--- config.mk ---
export PLATFORM = sky130hd
export DESIGN_NAME = sbdb_top
export DESIGN_NICKNAME = d
export VERILOG_FILES = /design/src/sbdb_pkg.sv /design/src/sbdb_baud_gen.sv /design/src/sbdb_top.sv
export SDC_FILE = /design/constraint.sdc
export NUM_CORES = 1
export LEC_CHECK = 0
export BUFFER_PORTS_ARGS = -buffer_cell sky130_fd_sc_hd__clkbuf_2
export CAP_MARGIN = 0
export CELL_PAD_IN_SITES_DETAIL_PLACEMENT = 1
export CELL_PAD_IN_SITES_GLOBAL_PLACEMENT = 2
export CORE_ASPECT_RATIO = 1.4
export CORE_MARGIN = 8
export CORE_UTILIZATION = 35
export CTS_CLUSTER_DIAMETER = 150
export DETAILED_ROUTE_END_ITERATION = 10
export PLACE_DENSITY = 0.8
export SYNTH_ARGS = -nofsm -noshare
export SYNTH_HDL_FRONTEND = slang
export SYNTH_SLANG_ARGS = --single-unit
--- constraint.sdc ---
create_clock -name CLK -period 3.08 [get_ports CLK]
set_clock_uncertainty 0.05 [all_clocks]
set_input_delay 0.154 -clock CLK [delete_from_list [all_inputs] [get_ports CLK]]
set_output_delay 0.154 -clock CLK [all_outputs]
set_load 0.01 [all_outputs]
--- src/sbdb_pkg.sv ---
// sbdb_pkg: register map, field layout, reset values and timing constants
// for the serial break, data buffer and baud rate block.
// assumes a 32-bit classic wishbone register bus, byte addresses.
package sbdb_pkg;

  // register byte addresses (0x0018 printed; others placed beside it)
  localparam logic [7:0] SBDB_ADDR_DATA    = 8'h18;
  localparam logic [7:0] SBDB_ADDR_STAT1   = 8'h1c;
  localparam logic [7:0] SBDB_ADDR_STAT2   = 8'h20;
  localparam logic [7:0] SBDB_ADDR_BAUD    = 8'h24;
  localparam logic [7:0] SBDB_ADDR_CTRL3   = 8'h28;

  // baud_rate_select fields
  localparam int SBDB_BAUD_RATE_LSB = 0;
  localparam int SBDB_BAUD_PRE_LSB  = 4;
  localparam logic [7:0] SBDB_BAUD_RESET = 8'h00;
  localparam logic [7:0] SBDB_BAUD_MASK  = 8'h37;

  // serial_status_two bit positions
  localparam int SBDB_S2_BREAK  = 1;
  localparam int SBDB_S2_ACTIVE = 0;
  // serial_status_one bit positions
  localparam int SBDB_S1_FULL  = 5;
  localparam int SBDB_S1_FRAME = 1;
  // serial_control_three bit positions
  localparam int SBDB_C3_NINTH_RX = 7;
  localparam int SBDB_C3_NINTH_TX = 6;
  localparam int SBDB_C3_NINE_BIT = 0;

  // baud formula: crystal / (64 * prescale_divisor * rate_divisor)
  localparam int SBDB_BAUD_BASE_DIV = 64;
  localparam int SBDB_SAMPLES_PER_BIT = 16;
  // the 64 splits into a fixed /4 sample clock and 16 sample slots per bit
  localparam int SBDB_SAMPLE_PRE = SBDB_BAUD_BASE_DIV / SBDB_SAMPLES_PER_BIT;
  localparam logic [3:0] SBDB_PD_CODE0 = 4'h1;
  localparam logic [3:0] SBDB_PD_CODE1 = 4'h3;
  localparam logic [3:0] SBDB_PD_CODE2 = 4'h4;
  localparam logic [3:0] SBDB_PD_CODE3 = 4'hd;
  localparam logic [3:0] SBDB_SLOT_SAMPLE = 4'h8;
  localparam logic [3:0] SBDB_SLOT_LAST   = 4'hf;
  localparam logic [3:0] SBDB_IDLE_BITS   = 4'ha;
  localparam logic [3:0] SBDB_FRAME_BITS8 = 4'h9;
  localparam logic [3:0] SBDB_FRAME_BITS9 = 4'ha;

  typedef struct packed {
    logic       cyc;
    logic       stb;
    logic       we;
    logic [7:0] adr;
    logic [3:0] sel;
    logic [31:0] dat;
  } sbdb_wb_req_t;

  typedef struct packed {
    logic [1:0] pre;
    logic [2:0] rate;
  } sbdb_baud_t;

endpackage

--- src/sbdb_baud_gen.sv ---
// sbdb_baud_gen: sample tick generator, 16 ticks per bit time.
// assumes the crystal clock is the module clock; settings come from
// registers on the same clock.
`timescale 1ns/1ps
`default_nettype none
module sbdb_baud_gen
  import sbdb_pkg::*;
(
  // clock and reset
  input  wire logic       clk,
  input  wire logic       reset,
  // settings
  input  wire sbdb_baud_t baud,
  // sample tick
  output logic            tick_q
);

  logic [1:0] pre4_q,  pre4_d;
  logic [3:0] pd_q,    pd_d;
  logic [6:0] bd_q,    bd_d;
  logic       tick_d;
  logic [3:0] pd_lim;
  logic [6:0] bd_lim;

  always_comb begin
    unique case (baud.pre)
      2'b00: pd_lim = SBDB_PD_CODE0 - 4'h1;
      2'b01: pd_lim = SBDB_PD_CODE1 - 4'h1;
      2'b10: pd_lim = SBDB_PD_CODE2 - 4'h1;
      2'b11: pd_lim = SBDB_PD_CODE3 - 4'h1;
    endcase
    bd_lim = 7'((8'h01 << baud.rate) - 8'h01);
  end

  // cascaded /4, /pd, /bd then 16 slots
  always_comb begin
    pre4_d = pre4_q + 2'h1;
    pd_d   = pd_q;
    bd_d   = bd_q;
    tick_d = 1'b0;
    if (pre4_q == 2'(SBDB_SAMPLE_PRE - 1)) begin
      pd_d = (pd_q >= pd_lim) ? 4'h0 : pd_q + 4'h1;
      if (pd_q >= pd_lim) begin
        bd_d = (bd_q >= bd_lim) ? 7'h00 : bd_q + 7'h01;
        tick_d = (bd_q >= bd_lim);
      end
    end
  end

  always_ff @(posedge clk) begin
    if (reset) begin
      pre4_q <= 2'h0;
      pd_q   <= 4'h0;
      bd_q   <= 7'h00;
      tick_q <= 1'b0;
    end else begin
      pre4_q <= pre4_d;
      pd_q   <= pd_d;
      bd_q   <= bd_d;
      tick_q <= tick_d;
    end
  end

endmodule
`default_nettype wire

--- src/sbdb_top.sv ---
// sbdb_top: break and reception flags, data buffer, baud generator and
// a compact receiver/transmitter around them, on a wishbone slave.
// assumes RXD is asynchronous to CLK; CLK is the crystal clock.
//
// Local design decision: the Wishbone interface to the registers.
`timescale 1ns/1ps
`default_nettype none
module sbdb_top
  import sbdb_pkg::*;
(
  // clock and reset
  input  wire logic        CLK,
  input  wire logic        RESET,
  // wishbone slave
  input  wire logic        WB_CYC_I,
  input  wire logic        WB_STB_I,
  input  wire logic        WB_WE_I,
  input  wire logic [7:0]  WB_ADR_I,
  input  wire logic [3:0]  WB_SEL_I,
  input  wire logic [31:0] WB_DAT_I,
  output logic [31:0]      WB_DAT_O,
  output logic             WB_ACK_O,
  output logic             WB_ERR_O,
  // serial pins
  input  wire logic        RXD,
  output logic             TXD
);

  typedef enum logic [1:0] {
    SBDB_RX_IDLE  = 2'b00,
    SBDB_RX_START = 2'b01,
    SBDB_RX_DATA  = 2'b10
  } sbdb_rx_st_t;

  typedef enum logic [0:0] {
    SBDB_TX_IDLE = 1'b0,
    SBDB_TX_SHIFT = 1'b1
  } sbdb_tx_st_t;

  sbdb_wb_req_t req;
  assign req = '{cyc: WB_CYC_I, stb: WB_STB_I, we: WB_WE_I, adr: WB_ADR_I,
                 sel: WB_SEL_I, dat: WB_DAT_I};

  logic rx_m_q, rx_s_q;
  logic tick;

  // bus and registers
  logic [31:0] dat_q, dat_d;
  logic        ack_q, ack_d, err_q, err_d;
  logic [7:0]  rx_buf_q, rx_buf_d, tx_buf_q, tx_buf_d;
  logic        tx_pend_q, tx_pend_d;
  sbdb_baud_t  baud_q, baud_d;
  logic        nine_q, nine_d, t8_q, t8_d, r8_q, r8_d;
  logic        brk_q, brk_d, full_q, full_d, fe_q, fe_d;
  logic        brk_armed_q, brk_armed_d, s2_seen_q, s2_seen_d, s1_seen_q, s1_seen_d;
  logic        active_q, active_d;
  // receiver
  sbdb_rx_st_t rx_st_q, rx_st_d;
  logic [3:0]  rslot_q, rslot_d, rbit_q, rbit_d, ones_q, ones_d;
  logic [8:0]  rsh_q, rsh_d;
  // transmitter
  sbdb_tx_st_t tx_st_q, tx_st_d;
  logic [3:0]  tslot_q, tslot_d, tbit_q, tbit_d;
  logic [10:0] tsh_q, tsh_d;
  logic        txd_q, txd_d;

  logic        acc, rd_data, rd_s1, rd_s2, wr_data;
  logic [3:0]  frame_bits;

  // single generator shared by both directions
  sbdb_baud_gen u_baud (
    .clk    (CLK),
    .reset  (RESET),
    .baud   (baud_q),
    .tick_q (tick)
  );

  assign acc        = req.cyc && req.stb && !ack_q && !err_q;
  assign rd_data    = acc && !req.we && req.adr == SBDB_ADDR_DATA;
  assign wr_data    = acc && req.we && req.adr == SBDB_ADDR_DATA && req.sel[0];
  assign rd_s1      = acc && !req.we && req.adr == SBDB_ADDR_STAT1;
  assign rd_s2      = acc && !req.we && req.adr == SBDB_ADDR_STAT2;
  assign frame_bits = nine_q ? SBDB_FRAME_BITS9 : SBDB_FRAME_BITS8;

  // bus slave: one wait state, ack or err in the cycle after the request
  always_comb begin
    ack_d  = 1'b0;
    err_d  = 1'b0;
    dat_d  = 32'h0000_0000;
    baud_d = baud_q;
    nine_d = nine_q;
    t8_d   = t8_q;
    if (acc) begin
      unique case (req.adr)
        SBDB_ADDR_DATA:  begin
          ack_d = 1'b1;
          dat_d = {24'h0, rx_buf_q};
        end
        SBDB_ADDR_STAT1: begin
          ack_d = 1'b1;
          dat_d[SBDB_S1_FULL]  = full_q;
          dat_d[SBDB_S1_FRAME] = fe_q;
        end
        // status two has no write effect
        SBDB_ADDR_STAT2: begin
          ack_d = 1'b1;
          dat_d[SBDB_S2_BREAK]  = brk_q;
          dat_d[SBDB_S2_ACTIVE] = active_q;
        end
        SBDB_ADDR_BAUD:  begin
          ack_d = 1'b1;
          dat_d = {26'h0, baud_q.pre, 1'b0, baud_q.rate};
          if (req.we && req.sel[0]) begin
            baud_d.pre  = req.dat[SBDB_BAUD_PRE_LSB +: 2];
            baud_d.rate = req.dat[SBDB_BAUD_RATE_LSB +: 3];
          end
        end
        SBDB_ADDR_CTRL3: begin
          ack_d = 1'b1;
          dat_d[SBDB_C3_NINTH_RX] = r8_q;
          dat_d[SBDB_C3_NINTH_TX] = t8_q;
          dat_d[SBDB_C3_NINE_BIT] = nine_q;
          if (req.we && req.sel[0]) begin
            t8_d   = req.dat[SBDB_C3_NINTH_TX];
            nine_d = req.dat[SBDB_C3_NINE_BIT];
          end
        end
        default: err_d = 1'b1;
      endcase
    end
  end

  // receiver with break and idle detection
  always_comb begin
    rx_st_d  = rx_st_q;
    rslot_d  = rslot_q;
    rbit_d   = rbit_q;
    rsh_d    = rsh_q;
    ones_d   = ones_q;
    rx_buf_d = rx_buf_q;
    r8_d     = r8_q;
    full_d   = full_q;
    fe_d     = fe_q;
    brk_d    = brk_q;
    brk_armed_d = brk_armed_q;
    active_d = active_q;
    s1_seen_d = s1_seen_q;
    s2_seen_d = s2_seen_q;
    if (rd_s2 && brk_q) begin
      s2_seen_d = 1'b1;
    end
    if (rd_s1 && (full_q || fe_q)) begin
      s1_seen_d = 1'b1;
    end
    if (rd_data) begin
      if (s2_seen_q) begin
        brk_d = 1'b0;
      end
      if (s1_seen_q) begin
        full_d = 1'b0;
        fe_d   = 1'b0;
      end
      s1_seen_d = 1'b0;
      s2_seen_d = 1'b0;
    end
    if (tick) begin
      unique case (rx_st_q)
        SBDB_RX_IDLE: begin
          if (rx_s_q) begin
            ones_d = (ones_q == SBDB_IDLE_BITS) ? ones_q : ones_q + 4'h1;
            // a single high sample while idle rearms the break detector
            brk_armed_d = 1'b1;
          end else begin
            // low in the first sample slot
            active_d = 1'b1;
            rx_st_d  = SBDB_RX_START;
            rslot_d  = 4'h1;
          end
        end
        SBDB_RX_START: begin
          rslot_d = rslot_q + 4'h1;
          if (rslot_q == SBDB_SLOT_SAMPLE) begin
            if (rx_s_q) begin
              active_d = 1'b0;
              rx_st_d  = SBDB_RX_IDLE;
            end else begin
              rx_st_d = SBDB_RX_DATA;
              rbit_d  = 4'h0;
              rslot_d = 4'h0;
              rsh_d   = 9'h000;
            end
          end
        end
        SBDB_RX_DATA: begin
          rslot_d = rslot_q + 4'h1;
          if (rslot_q == SBDB_SLOT_LAST) begin
            rbit_d = rbit_q + 4'h1;
            if (rbit_q == frame_bits - 4'h1) begin
              // stop slot reached: hand over to the buffer
              rx_st_d = SBDB_RX_IDLE;
              ones_d  = 4'h0;
              full_d  = 1'b1;
              // nine shifts leave the byte low; eight leave it one place up
              rx_buf_d = nine_q ? rsh_q[7:0] : rsh_q[8:1];
              r8_d     = rsh_q[8];
              if (!rx_s_q) begin
                fe_d = 1'b1;
              end
              if (!rx_s_q && rsh_q == 9'h000) begin
                if (brk_armed_q) begin
                  brk_d = 1'b1;
                end
                brk_armed_d = 1'b0;
                // break also flags framing and full
                fe_d   = 1'b1;
                full_d = 1'b1;
                if (nine_q) begin
                  r8_d = 1'b0;
                end
              end
            end else begin
              rsh_d = {rx_s_q, rsh_q[8:1]};
            end
          end
        end
        default: rx_st_d = SBDB_RX_IDLE;
      endcase
      if (ones_q == SBDB_IDLE_BITS - 4'h1 && rx_st_q == SBDB_RX_IDLE && rx_s_q) begin
        active_d = 1'b0;
      end
    end
  end

  // transmitter: data written while busy waits in the buffer
  always_comb begin
    tx_st_d   = tx_st_q;
    tslot_d   = tslot_q;
    tbit_d    = tbit_q;
    tsh_d     = tsh_q;
    txd_d     = txd_q;
    tx_buf_d  = tx_buf_q;
    tx_pend_d = tx_pend_q;
    // writes feed the transmit side only
    if (wr_data) begin
      tx_buf_d  = req.dat[7:0];
      tx_pend_d = 1'b1;
    end
    if (tick) begin
      unique case (tx_st_q)
        SBDB_TX_IDLE: begin
          txd_d = 1'b1;
          if (tx_pend_q && !wr_data) begin
            tx_pend_d = 1'b0;
            tx_st_d   = SBDB_TX_SHIFT;
            tslot_d   = 4'h0;
            tbit_d    = 4'h0;
            tsh_d     = nine_q ? {1'b1, t8_q, tx_buf_q, 1'b0}
                               : {2'b11, tx_buf_q, 1'b0};
          end
        end
        SBDB_TX_SHIFT: begin
          txd_d   = tsh_q[0];
          tslot_d = tslot_q + 4'h1;
          if (tslot_q == SBDB_SLOT_LAST) begin
            tsh_d  = {1'b1, tsh_q[10:1]};
            tbit_d = tbit_q + 4'h1;
            if (tbit_q == frame_bits) begin
              tx_st_d = SBDB_TX_IDLE;
            end
          end
        end
        default: tx_st_d = SBDB_TX_IDLE;
      endcase
    end
  end

  // data buffers kept out of reset
  always_ff @(posedge CLK) begin
    rx_buf_q <= rx_buf_d;
    tx_buf_q <= tx_buf_d;
    r8_q     <= r8_d;
    t8_q     <= t8_d;
    rsh_q    <= rsh_d;
    tsh_q    <= tsh_d;
  end

  always_ff @(posedge CLK) begin
    if (RESET) begin
      rx_m_q   <= 1'b1;
      rx_s_q   <= 1'b1;
      dat_q    <= 32'h0000_0000;
      ack_q    <= 1'b0;
      err_q    <= 1'b0;
      baud_q   <= SBDB_BAUD_RESET[6:2];
      nine_q   <= 1'b0;
      brk_q    <= 1'b0;
      full_q   <= 1'b0;
      fe_q     <= 1'b0;
      brk_armed_q <= 1'b1;
      s1_seen_q <= 1'b0;
      s2_seen_q <= 1'b0;
      active_q <= 1'b0;
      rx_st_q  <= SBDB_RX_IDLE;
      rslot_q  <= 4'h0;
      rbit_q   <= 4'h0;
      ones_q   <= 4'h0;
      tx_pend_q <= 1'b0;
      tx_st_q  <= SBDB_TX_IDLE;
      tslot_q  <= 4'h0;
      tbit_q   <= 4'h0;
      txd_q    <= 1'b1;
    end else begin
      rx_m_q   <= RXD;
      rx_s_q   <= rx_m_q;
      dat_q    <= dat_d;
      ack_q    <= ack_d;
      err_q    <= err_d;
      baud_q   <= baud_d;
      nine_q   <= nine_d;
      brk_q    <= brk_d;
      full_q   <= full_d;
      fe_q     <= fe_d;
      brk_armed_q <= brk_armed_d;
      s1_seen_q <= s1_seen_d;
      s2_seen_q <= s2_seen_d;
      active_q <= active_d;
      rx_st_q  <= rx_st_d;
      rslot_q  <= rslot_d;
      rbit_q   <= rbit_d;
      ones_q   <= ones_d;
      tx_pend_q <= tx_pend_d;
      tx_st_q  <= tx_st_d;
      tslot_q  <= tslot_d;
      tbit_q   <= tbit_d;
      txd_q    <= txd_d;
    end
  end

  // no interrupt output exists for either flag
  assign WB_DAT_O = dat_q;
  assign WB_ACK_O = ack_q;
  assign WB_ERR_O = err_q;
  assign TXD      = txd_q;

endmodule
`default_nettype wire
==> results.py, run 1 <==
metrics = {
    "run_status": {
        "status": "finished, final reports clean",
    },
    "pwr": {
        "p_int_mw": 2.06,
        "power_frac_comb_pct": 4.1,
        "p_per_area_nw_per_um2": 459,
        "switchingPower_mw": 0.611,
        "peakVddDrop_uv": 259,
        "power_frac_clock_pct": 44.0,
        "totalPowerFinal_mw": 2.67,
        "leakagePower_nw": 2.25,
        "swShare_pct": 22.9,
        "power_frac_seq_pct": 51.8,
    },
    "final_layout": {
        "drive_above_1_share_pct": 16.2,
        "mostFrequentLayoutCells": "64 x dfxtp_1, 55 x nor2_1, 38 x nand2_1",
        "seq_area_um2": 2390,
        "n_antenna_cell": 0,
        "fin_area_um2": 5820,
        "mostFrequentLayoutCell": "dfxtp_1",
        "instances_no_fill": 757,
        "syn_to_final_growth_pct": 13.2,
        "finalNetCount": 642,
        "multi_input_area_um2": 2470,
        "fill_cells": 1688,
    },
    "critical_path": {
        "cp.required_ps": 3280,
        "cp_top_family": "compound AO/OA/AOI/OAI gates",
        "crit_fanout": 13,
        "critPathSlowestCell": "or3_1",
        "crit_type": "reg -> reg",
        "cp.arrival_ps": 2990,
        "worstPathCellList": "or3_1 > ha_1 > nor3_1 > a21o_1 > a21oi_1 > ha_1 > a21oi_1 > o21ai_0 > a21oi_1 > buf_4 > nand2_1 > o31ai_1",
        "endpoint_kind": "register",
        "start_kind": "register",
        "path_buf_inv": 1,
        "cpMostUsedCell": "a21oi_1",
        "slowest_delay_ps": 420,
    },
    "route": {
        "drt-initial-drc-count": 172,
        "drt_first_pass_iters": 4,
        "drc": 0,
        "wl_per_cell_um": 16.0,
        "postRouteWirelength_mm": 12.1,
        "vias_per_cell": 5.11,
        "vias": 3872,
        "ant_nets": 0,
    },
    "floorplanning": {
        "die_h_um": 159,
        "core_um2": 14400,
        "dieWidth_um": 118,
        "die_area_um2": 18900,
        "rows": 52,
        "start_util_pct": 35.6,
        "io_pins": 85,
    },
    "grt": {
        "grt_start_max_net_pins": 44,
        "grt_util_met2_pct": 24.0,
        "grt_pass1_wl_mm": 20.3,
        "grt_busiest_layer": "met2",
        "grtUsageMet1_pct": 13.6,
        "grt_pass1_vias": 4217,
        "overflow": 0,
        "antenna_found_initial": 0,
        "met3_usage_pct": 3.23,
        "track_usage_pct": 13.0,
    },
    "synthesis": {
        "syn_area_um2": 5140,
        "syn_area_per_cell_um2": 9.81,
        "synth_cells": 524,
        "yosysWarningCount": 0,
        "synth.distinct_cells": 60,
        "seq_area_frac_synth_pct": 46.5,
        "synth-main-ff-cell": "dfxtp_1",
        "synthArstFlopShare_pct": 0,
        "synth_edf_count": 37,
        "synth-seq-cells": 101,
    },
    "clock_tree": {
        "cts_setup_buffers": 0,
        "tritoncts": "done",
        "clk_path_buf_depth": 2,
        "cts_root_buf": "clkbuf_16",
        "path_clk_slew_ps": 80,
        "clock-sinks": 101,
        "clk_latency_ps": 350,
        "h-tree-depth": 3,
        "cts_buffers": 9,
    },
    "sta": {
        "hold_viol_final": 0,
        "fin_setup_tns_ps": 0,
        "hold_ws_ps": 106,
        "slew_headroom_pct": 37.0,
        "layout_min_cycle_time_ps": 2790,
        "setup_viol": 0,
        "worst_slew_pin_slew_ps": 945,
        "slew_violations": 0,
        "period_share_pct": 90.6,
        "max_freq_mhz": 358,
        "rsz0062_at_grt": "no",
    },
    "place": {
        "numPortBuffers": 33,
        "gp_congestion": 0.764,
        "dpl.hpwl_mm": 9.09,
        "dpl-instance-area_um2": 5420,
        "dpl.cell_count": 732,
    },
    "flow_run": {
        "cap_violations": 0,
    },
    "min_path": {
        "hold_class": "in -> reg",
    },
}
==> layout make-up <==
cell class | instances | share of cell area (%)
clock buffer | 9 | 3.87
clock inverter | 7 | 1.40
inverter | 24 | 1.55
multi-input combinational | 376 | 42.5
sequential | 101 | 41.1
tap | 189 | 4.06
timing repair buffer | 51 | 5.55
==> layer usage <==
| metal | vias up | part of all wire, % |
|---|---|---|
| met4 | 0 | 2.9 |
| met2 | 66 | 52 |
| li1 | 1898 | - |
| met3 | 27 | 3.2 |
| met1 | 1881 | 42 |
| met5 | - | 0 |
==> logic make-up (layout without fill, tap and decap cells) <==
kind of cell	count (synthesis)	in the layout	share of synthesized area [%]
XOR/XNOR	9	9	1.53
buffers and inverters	70	91	7.06
adder cells (fa/ha/maj)	29	29	7.06
other	1	24	0.0730
AO/OA/AOI/OAI	88	88	11.3
flip-flops	101	101	46.5
AND/OR/NAND/NOR	200	200	21.0
multiplexers	26	26	5.50
==> final timing paths <==
kind	startpoint	endpoint	slack, ps	depth (start not counted)
max	baud_q[1]	u_baud.bd_q[0]	290	12
min	WB_ADR_I[2]	WB_DAT_O[1]	110	2
max reg2reg	baud_q[1]	u_baud.bd_q[0]	290	12
min reg2reg	rx_m_q	rx_s_q	370	1
==> stage by stage <==
stage	worst slack, ps	util (%)
after detailed placement	323	37.5
final	290	40.3
after global placement	402	37.5
after floorplan	243	-
after CTS	280	40.3
after global routing	103	40.3
==> flip-flops by register name (all words and copies together), names as in the netlist, 2 cells and up <==
name / flops
tsh_q: 10
tslot_q: 4
tbit_q: 4
u_baud.bd_q: 7
u_baud.pd_q: 4
ones_q: 4
u_baud.pre4_q: 2
rx_st_q: 2
rslot_q: 4
rx_buf_q: 8
tx_buf_q: 8
rbit_q: 4
rsh_q: 9
baud_q: 5
WB_DAT_O: 8
==> synth_stat cells (3+ instances only) <==
library cell / count / area, um2
or3_1: 3 / 18.8
nand2b_1: 6 / 37.5
a21o_1: 3 / 22.5
a41oi_1: 3 / 26.3
mux2i_1: 8 / 80.1
nor2_1: 55 / 206
and2_1: 12 / 75.1
edfxtp_1: 37 / 1110
a31oi_1: 10 / 62.6
nor3_1: 13 / 65.1
mux2_2: 18 / 203
nor2b_1: 8 / 50.1
and3_1: 4 / 25.0
nand3b_1: 6 / 45.0
nand3_1: 22 / 110
a22oi_1: 7 / 52.6
nor4_4: 3 / 63.8
buf_4: 26 / 195
o21ai_0: 12 / 60.1
a32oi_1: 4 / 35.0
inv_1: 24 / 90.1
ha_1: 29 / 363
nand4b_1: 3 / 26.3
nor4_1: 4 / 25.0
clkbuf_1: 17 / 63.8
xor2_1: 8 / 70.1
nand2_1: 38 / 143
a21oi_1: 28 / 140
or2_2: 6 / 37.5
dfxtp_1: 64 / 1280
nand4_1: 5 / 31.3
==> power by group through the flow <==
| stage | Clock (mW) | Sequential (mW) | Combinational (mW) |
|---|---|---|---|
| after floorplan | 0 | 1.41 | 0.0879 |
| after global placement | 0 | 1.42 | 0.0980 |
| after detailed placement | 0 | 1.42 | 0.0995 |
| after CTS | 1.21 | 1.39 | 0.110 |
| after global routing | 1.25 | 1.39 | 0.123 |
| final | 1.18 | 1.39 | 0.110 |
==> what timing repair did <==
action,in CTS,in global routing
hold buffers,9,0
setup endpoints to repair,0,0
resized for setup,0,0
hold endpoints to repair,10,0
No activity file was read; power rests on OpenSTA's default activity.
==> run 2: changes to the inputs <==
==> config.mk (replaced) <==
export PLATFORM = sky130hd
export DESIGN_NAME = sbdb_top
export DESIGN_NICKNAME = d
export VERILOG_FILES = /design/src/sbdb_pkg.sv /design/src/sbdb_baud_gen.sv /design/src/sbdb_top.sv
export SDC_FILE = /design/constraint.sdc
export NUM_CORES = 1
export LEC_CHECK = 0
export CAP_MARGIN = 10
export CELL_PAD_IN_SITES_DETAIL_PLACEMENT = 1
export CELL_PAD_IN_SITES_GLOBAL_PLACEMENT = 2
export CORE_ASPECT_RATIO = 1.4
export CORE_MARGIN = 8
export CORE_UTILIZATION = 40
export CTS_CLUSTER_DIAMETER = 150
export DETAILED_ROUTE_END_ITERATION = 10
export DONT_BUFFER_PORTS = 1
export PLACE_DENSITY = 0.81
export SYNTH_ARGS = -nofsm -noshare
export SYNTH_HDL_FRONTEND = slang
export SYNTH_SLANG_ARGS = --single-unit
==> run 2 against run 1 <==
Flip-flop and latch count unchanged. Critical path depth unchanged. Utilization up 4.1 points. Sequential power about the same. Via count decreased by 2.4%. Global-route usage rose by 1.8 points. Total power decreased by 4.2%. Clock-buffer cell count is the same. Sequential share of layout area rose by 1.3 points. Die area shrank 11%. Combinational power decreased by 10%. Wire length up 0.63%. Highest routed layer unchanged.
==> results.py, run 2 (same netlist as run 1, synthesis figures left out) <==
metrics = {
    "pwr": {
        "peakVddDrop_uv": 240,
        "power_frac_comb_pct": 3.9,
        "power_frac_clock_pct": 42.0,
        "leakagePower_nw": 2.11,
        "power_frac_seq_pct": 54.1,
        "switchingPower_mw": 0.586,
        "p_int_mw": 1.97,
        "swShare_pct": 22.9,
        "p_per_area_nw_per_um2": 454,
    },
    "final_layout": {
        "drive_above_1_share_pct": 10.8,
        "fin_area_um2": 5640,
        "n_antenna_cell": 0,
        "seq_area_um2": 2390,
        "largest_register_ffs": 10,
        "finalNetCount": 612,
        "top_register": "tsh_q",
        "fill_cells": 1405,
        "post-route-util_pct": 44.4,
        "syn_to_final_growth_pct": 9.64,
        "mostFrequentLayoutCells": "64 x dfxtp_1, 55 x nor2_1, 38 x nand2_1",
        "multi_input_area_um2": 2470,
        "reg_top3": "tsh_q (10), rsh_q (9)",
        "mostFrequentLayoutCell": "dfxtp_1",
    },
    "sta": {
        "layout_min_cycle_time_ps": 2740,
        "period_share_pct": 89.0,
        "fin_setup_tns_ps": 0,
        "rsz0062_at_grt": "no",
        "setup_viol": 0,
        "max_freq_mhz": 365,
        "worst_slew_pin_slew_ps": 771,
        "slew_headroom_pct": 48.2,
        "hold_viol_final": 0,
        "slew_violations": 0,
    },
    "clock_tree": {
        "clk_latency_ps": 340,
        "postCtsHoldBufs": 14,
        "tritoncts": "done",
        "clock-sinks": 101,
        "cts_root_buf": "clkbuf_16",
        "ctsResizeCount": 0,
        "clk_path_buf_depth": 2,
        "cts_setup_buffers": 0,
        "path_clk_slew_ps": 70,
        "cts_buffers": 9,
        "h-tree-depth": 3,
    },
    "critical_path": {
        "cp.required_ps": 3300,
        "endpoint_kind": "register",
        "crit_path_start": "baud_q[1]",
        "slowest_delay_ps": 420,
        "crit_fanout": 13,
        "critPathSlowestCell": "or3_1",
        "cp.arrival_ps": 2960,
        "worstPathCellList": "or3_1 > ha_1 > nor3_1 > a21o_1 > a21oi_1 > ha_1 > a21oi_1 > o21ai_0 > a21oi_1 > buf_4 > nand4b_1 > a31oi_1",
        "crit_type": "reg -> reg",
        "regToRegStartpoint": "baud_q[1]",
        "start_kind": "register",
        "cpMostUsedCell": "a21oi_1",
    },
    "min_path": {
        "hold_class": "in -> reg",
        "hp-start": "RESET",
    },
    "flow_run": {
        "cap_violations": 0,
    },
    "route": {
        "drt-initial-drc-count": 137,
        "wl_per_cell_um": 17.6,
        "postRouteWirelength_mm": 12.2,
        "vias_per_cell": 5.47,
        "drt_first_pass_iters": 4,
        "vias": 3781,
        "drc": 0,
        "ant_nets": 0,
    },
    "floorplanning": {
        "core_um2": 12700,
        "die_h_um": 150,
        "io_pins": 85,
        "die_area_um2": 16800,
        "dieWidth_um": 112,
        "rows": 49,
        "start_util_pct": 40.5,
    },
    "run_status": {
        "status": "finished, final reports clean",
    },
    "grt": {
        "antenna_found_initial": 0,
        "grt_start_max_net_pins": 52,
        "track_usage_pct": 14.8,
        "grt_pass1_vias": 4010,
        "grt_pass1_wl_mm": 20.1,
        "overflow": 0,
    },
    "place": {
        "gp_congestion": 0.754,
        "numPortBuffers": 0,
        "dpl-instance-area_um2": 5200,
        "dpl.hpwl_mm": 8.87,
    },
}
[run 2: path summary, 6_finish.rpt]
path	end	slack, ps	cells after the start
max	u_baud.bd_q[2]	340	12
min	tbit_q[3]	30	2
max reg2reg	u_baud.bd_q[2]	340	12
min reg2reg	rx_s_q	360	1
[run 2: layer usage]
metal	vias to the layer above	share of wire, %	global-route usage (%)
met5	-	0	0
li1	1839	-	-
met3	20	3.7	3.25
met4	0	3.0	7.28
met2	68	52	27.0
met1	1854	41	16.0
[run 2: area by class of cell]
class	instances	share of cell area (%)
Multi-Input combinational cell	376	43.8
Sequential cell	101	42.5
Clock buffer	9	4.00
Timing Repair Buffer	21	3.73
Tap cell	153	3.40
Inverter	24	1.60
Clock inverter	7	0.977
[run 2: per-stage QoR]
stage | std cells | power [mW] | hold WS, ps | setup WS (ps)
global placement | 661 | 1.48 | 177 | 443
detailed placement | 661 | 1.48 | 181 | 358
floorplan | 547 | 1.50 | 203 | 243
global route | 691 | 2.66 | 36.5 | 98.7
finish | 691 | 2.56 | 34.5 | 340
CTS | 691 | 2.59 | 26.5 | 310
[run 2: power by group through the flow]
stage	Clock [mW]	Sequential, mW	Combinational (mW)
floorplan	0	1.41	0.0879
global placement	0	1.42	0.0633
detailed placement	0	1.42	0.0653
CTS	1.11	1.39	0.0972
global route	1.16	1.39	0.109
finish	1.08	1.39	0.0989
[run 2: critical path, delay by kind of cell, from the launching register on]
family                     cells  cell delay (ps)
and+or+nand+nor                3              710
AOI/OAI and AO/OA              6              700
adders and majority gates      2              590
DFF                            1              410
buffers and inverters          1              210
==> run 3: changes to the inputs <==
==> constraint.sdc (replaced) <==
create_clock -name CLK -period 2.72 [get_ports CLK]
set_clock_uncertainty 0.05 [all_clocks]
set_input_delay 0.136 -clock CLK [delete_from_list [all_inputs] [get_ports CLK]]
set_output_delay 0.136 -clock CLK [all_outputs]
set_load 0.01 [all_outputs]
==> run 3 against run 2 <==
Cell count is 1.3% higher. Wire length is 1.3% higher. Total power grew 17%. Flip-flop and latch count stayed put. Fmax grew 6.6%. Critical path depth did not move. Sequential power up 13%. Die area unchanged. Largest power group unchanged.
==> results.py, run 3 (same netlist as run 1, synthesis figures left out) <==
metrics = {
    "final_layout": {
        "reg_top3": "tsh_q (10), rsh_q (9)",
        "finalNetCount": 621,
        "instances_no_fill": 700,
        "mostFrequentLayoutCells": "63 x dfxtp_1, 54 x nor2_1, 37 x nand2_1, 37 x edfxtp_1",
        "mostFrequentLayoutCell": "dfxtp_1",
        "largest_register_ffs": 10,
        "n_antenna_cell": 0,
        "drive_above_1_share_pct": 13.2,
        "syn_to_final_growth_pct": 12.2,
        "top_register": "tsh_q",
    },
    "grt": {
        "grt_start_max_net_pins": 52,
        "track_usage_pct": 15.2,
        "antenna_found_initial": 0,
        "grt_pass1_wl_mm": 20.3,
        "overflow": 0,
        "grt_pass1_vias": 3957,
    },
    "route": {
        "vias_per_cell": 5.39,
        "drt_first_pass_iters": 4,
        "drc": 0,
        "wl_per_cell_um": 17.6,
        "vias": 3772,
        "postRouteWirelength_mm": 12.3,
        "ant_nets": 0,
        "drt-initial-drc-count": 177,
    },
    "floorplanning": {
        "core_um2": 12700,
        "start_util_pct": 40.5,
        "rows": 49,
        "dieWidth_um": 112,
        "io_pins": 85,
        "die_h_um": 150,
        "die_area_um2": 16800,
    },
    "sta": {
        "hold_ws_ps": 30.8,
        "max_freq_mhz": 389,
        "worst_slew_pin_slew_ps": 525,
        "setup_viol": 0,
        "slew_violations": 0,
        "slew_headroom_pct": 64.5,
        "fin_setup_tns_ps": 0,
        "hold_viol_final": 0,
        "period_share_pct": 94.5,
        "setup_ws_ps": 151,
        "layout_min_cycle_time_ps": 2570,
    },
    "clock_tree": {
        "h-tree-depth": 3,
        "clk_path_buf_depth": 2,
        "tritoncts": "done",
        "cts_buffers": 9,
        "clk_latency_ps": 350,
        "cts_root_buf": "clkbuf_16",
        "path_clk_slew_ps": 70,
        "clock-sinks": 101,
    },
    "critical_path": {
        "rrSetupSlack_ps": 150,
        "crit_path_start": "baud_q[1]",
        "start_kind": "register",
        "cp.required_ps": 2920,
        "regToRegStartpoint": "baud_q[1]",
        "endpoint_kind": "register",
        "r2r_cells": 12,
        "critPathSlowestCell": "or3_4",
        "slowest_delay_ps": 400,
        "cp.arrival_ps": 2770,
        "cpMostUsedCell": "a21oi_1",
        "worstPathCellList": "or3_4 > ha_4 > xor2_1 > nor2_1 > a21oi_1 > ha_1 > a21oi_1 > o21ai_0 > a21oi_1 > buf_4 > nand2_1 > o31ai_1",
        "cp_top_family": "compound AO/OA/AOI/OAI gates",
        "crit_type": "reg -> reg",
        "path_buf_inv": 1,
        "r2r_end": "u_baud.bd_q[0]",
        "crit_fanout": 7,
    },
    "place": {
        "dpl.hpwl_mm": 8.72,
        "numPortBuffers": 0,
        "preCtsSetupSlack_ps": 104,
        "dpl.cell_count": 667,
        "gp_congestion": 0.741,
    },
    "pwr": {
        "leakagePower_nw": 2.18,
        "peakVddDrop_uv": 261,
        "p_per_area_nw_per_um2": 521,
    },
    "flow_run": {
        "cap_violations": 0,
    },
    "min_path": {
        "whs_path_depth": 3,
        "hp-start": "WB_ADR_I[3]",
        "min_to": "WB_DAT_O[4]",
        "hold_class": "in -> reg",
    },
    "run_status": {
        "status": "finished, final reports clean",
    },
}
[run 3: changes by cell type in the layout (fill, tap and decap cells not counted), sizes merged]
cell / change
clkinvlp: -1
dlygate4sd3: +1
bufinv: +1
clkinv: +2
buf: +8
inv: -3
clkbuf: +1
[run 3: how the worst max path moves through the flow]
stage,end,depth (start not counted),slack [ps]
after floorplan,u_baud.bd_q[0],14,30
after global placement,u_baud.bd_q[2],12,200
after detailed placement,u_baud.bd_q[5],12,100
after CTS,u_baud.bd_q[0],12,80
after global routing,u_baud.bd_q[4],12,-10
final,u_baud.bd_q[0],12,150
[run 3: cell type report]
class,instances,area (um2)
fill,1436,6920
clock inverter,6,71.3
inverter,24,90.1
clock buffer,10,239
tap,153,191
multi-input combinational,376,2500
sequential,101,2390
timing repair buffer,30,280
[run 3: power by group]
part / internal (mW) / switching, mW
clock: 0.746 / 0.576
sequential: 1.56 / 0.00660
combinational: 0.0414 / 0.0717
[run 3: metal layers]
layer  global-route usage [%]  share of wire [%]  vias to the layer above
li1                         -                  -                     1865
met3                     3.41                3.7                       16
met4                     6.86                2.5                        0
met5                        0                  0                        -
met2                     28.1                 53                       65
met1                     16.3                 41                     1826
[run 3: stage by stage]
step | total power [mW] | utilization [%] | instance area, um2
after global routing | 3.11 | 45.5 | 5770
after global placement | 1.68 | 41.3 | 5240
after detailed placement | 1.68 | 41.3 | 5240
final | 3.01 | 45.5 | 5770
after CTS | 3.04 | 45.1 | 5720
after floorplan | 1.70 | - | 5230
[run 3: timing repair]
| item | 4_1_cts | 5_1_grt |
|---|---|---|
| setup buffers | 0 | 1 |
| endpoints found under the setup margin | 0 | 7 |
| resized for setup | 0 | 10 |
| hold buffers | 15 | 0 |
| endpoints found under the hold margin | 63 | 0 |
[run 3: worst min-delay path: stages]
cell,delay (ps)
nor4_4,40
a22oi_1,140
nor2_1,60
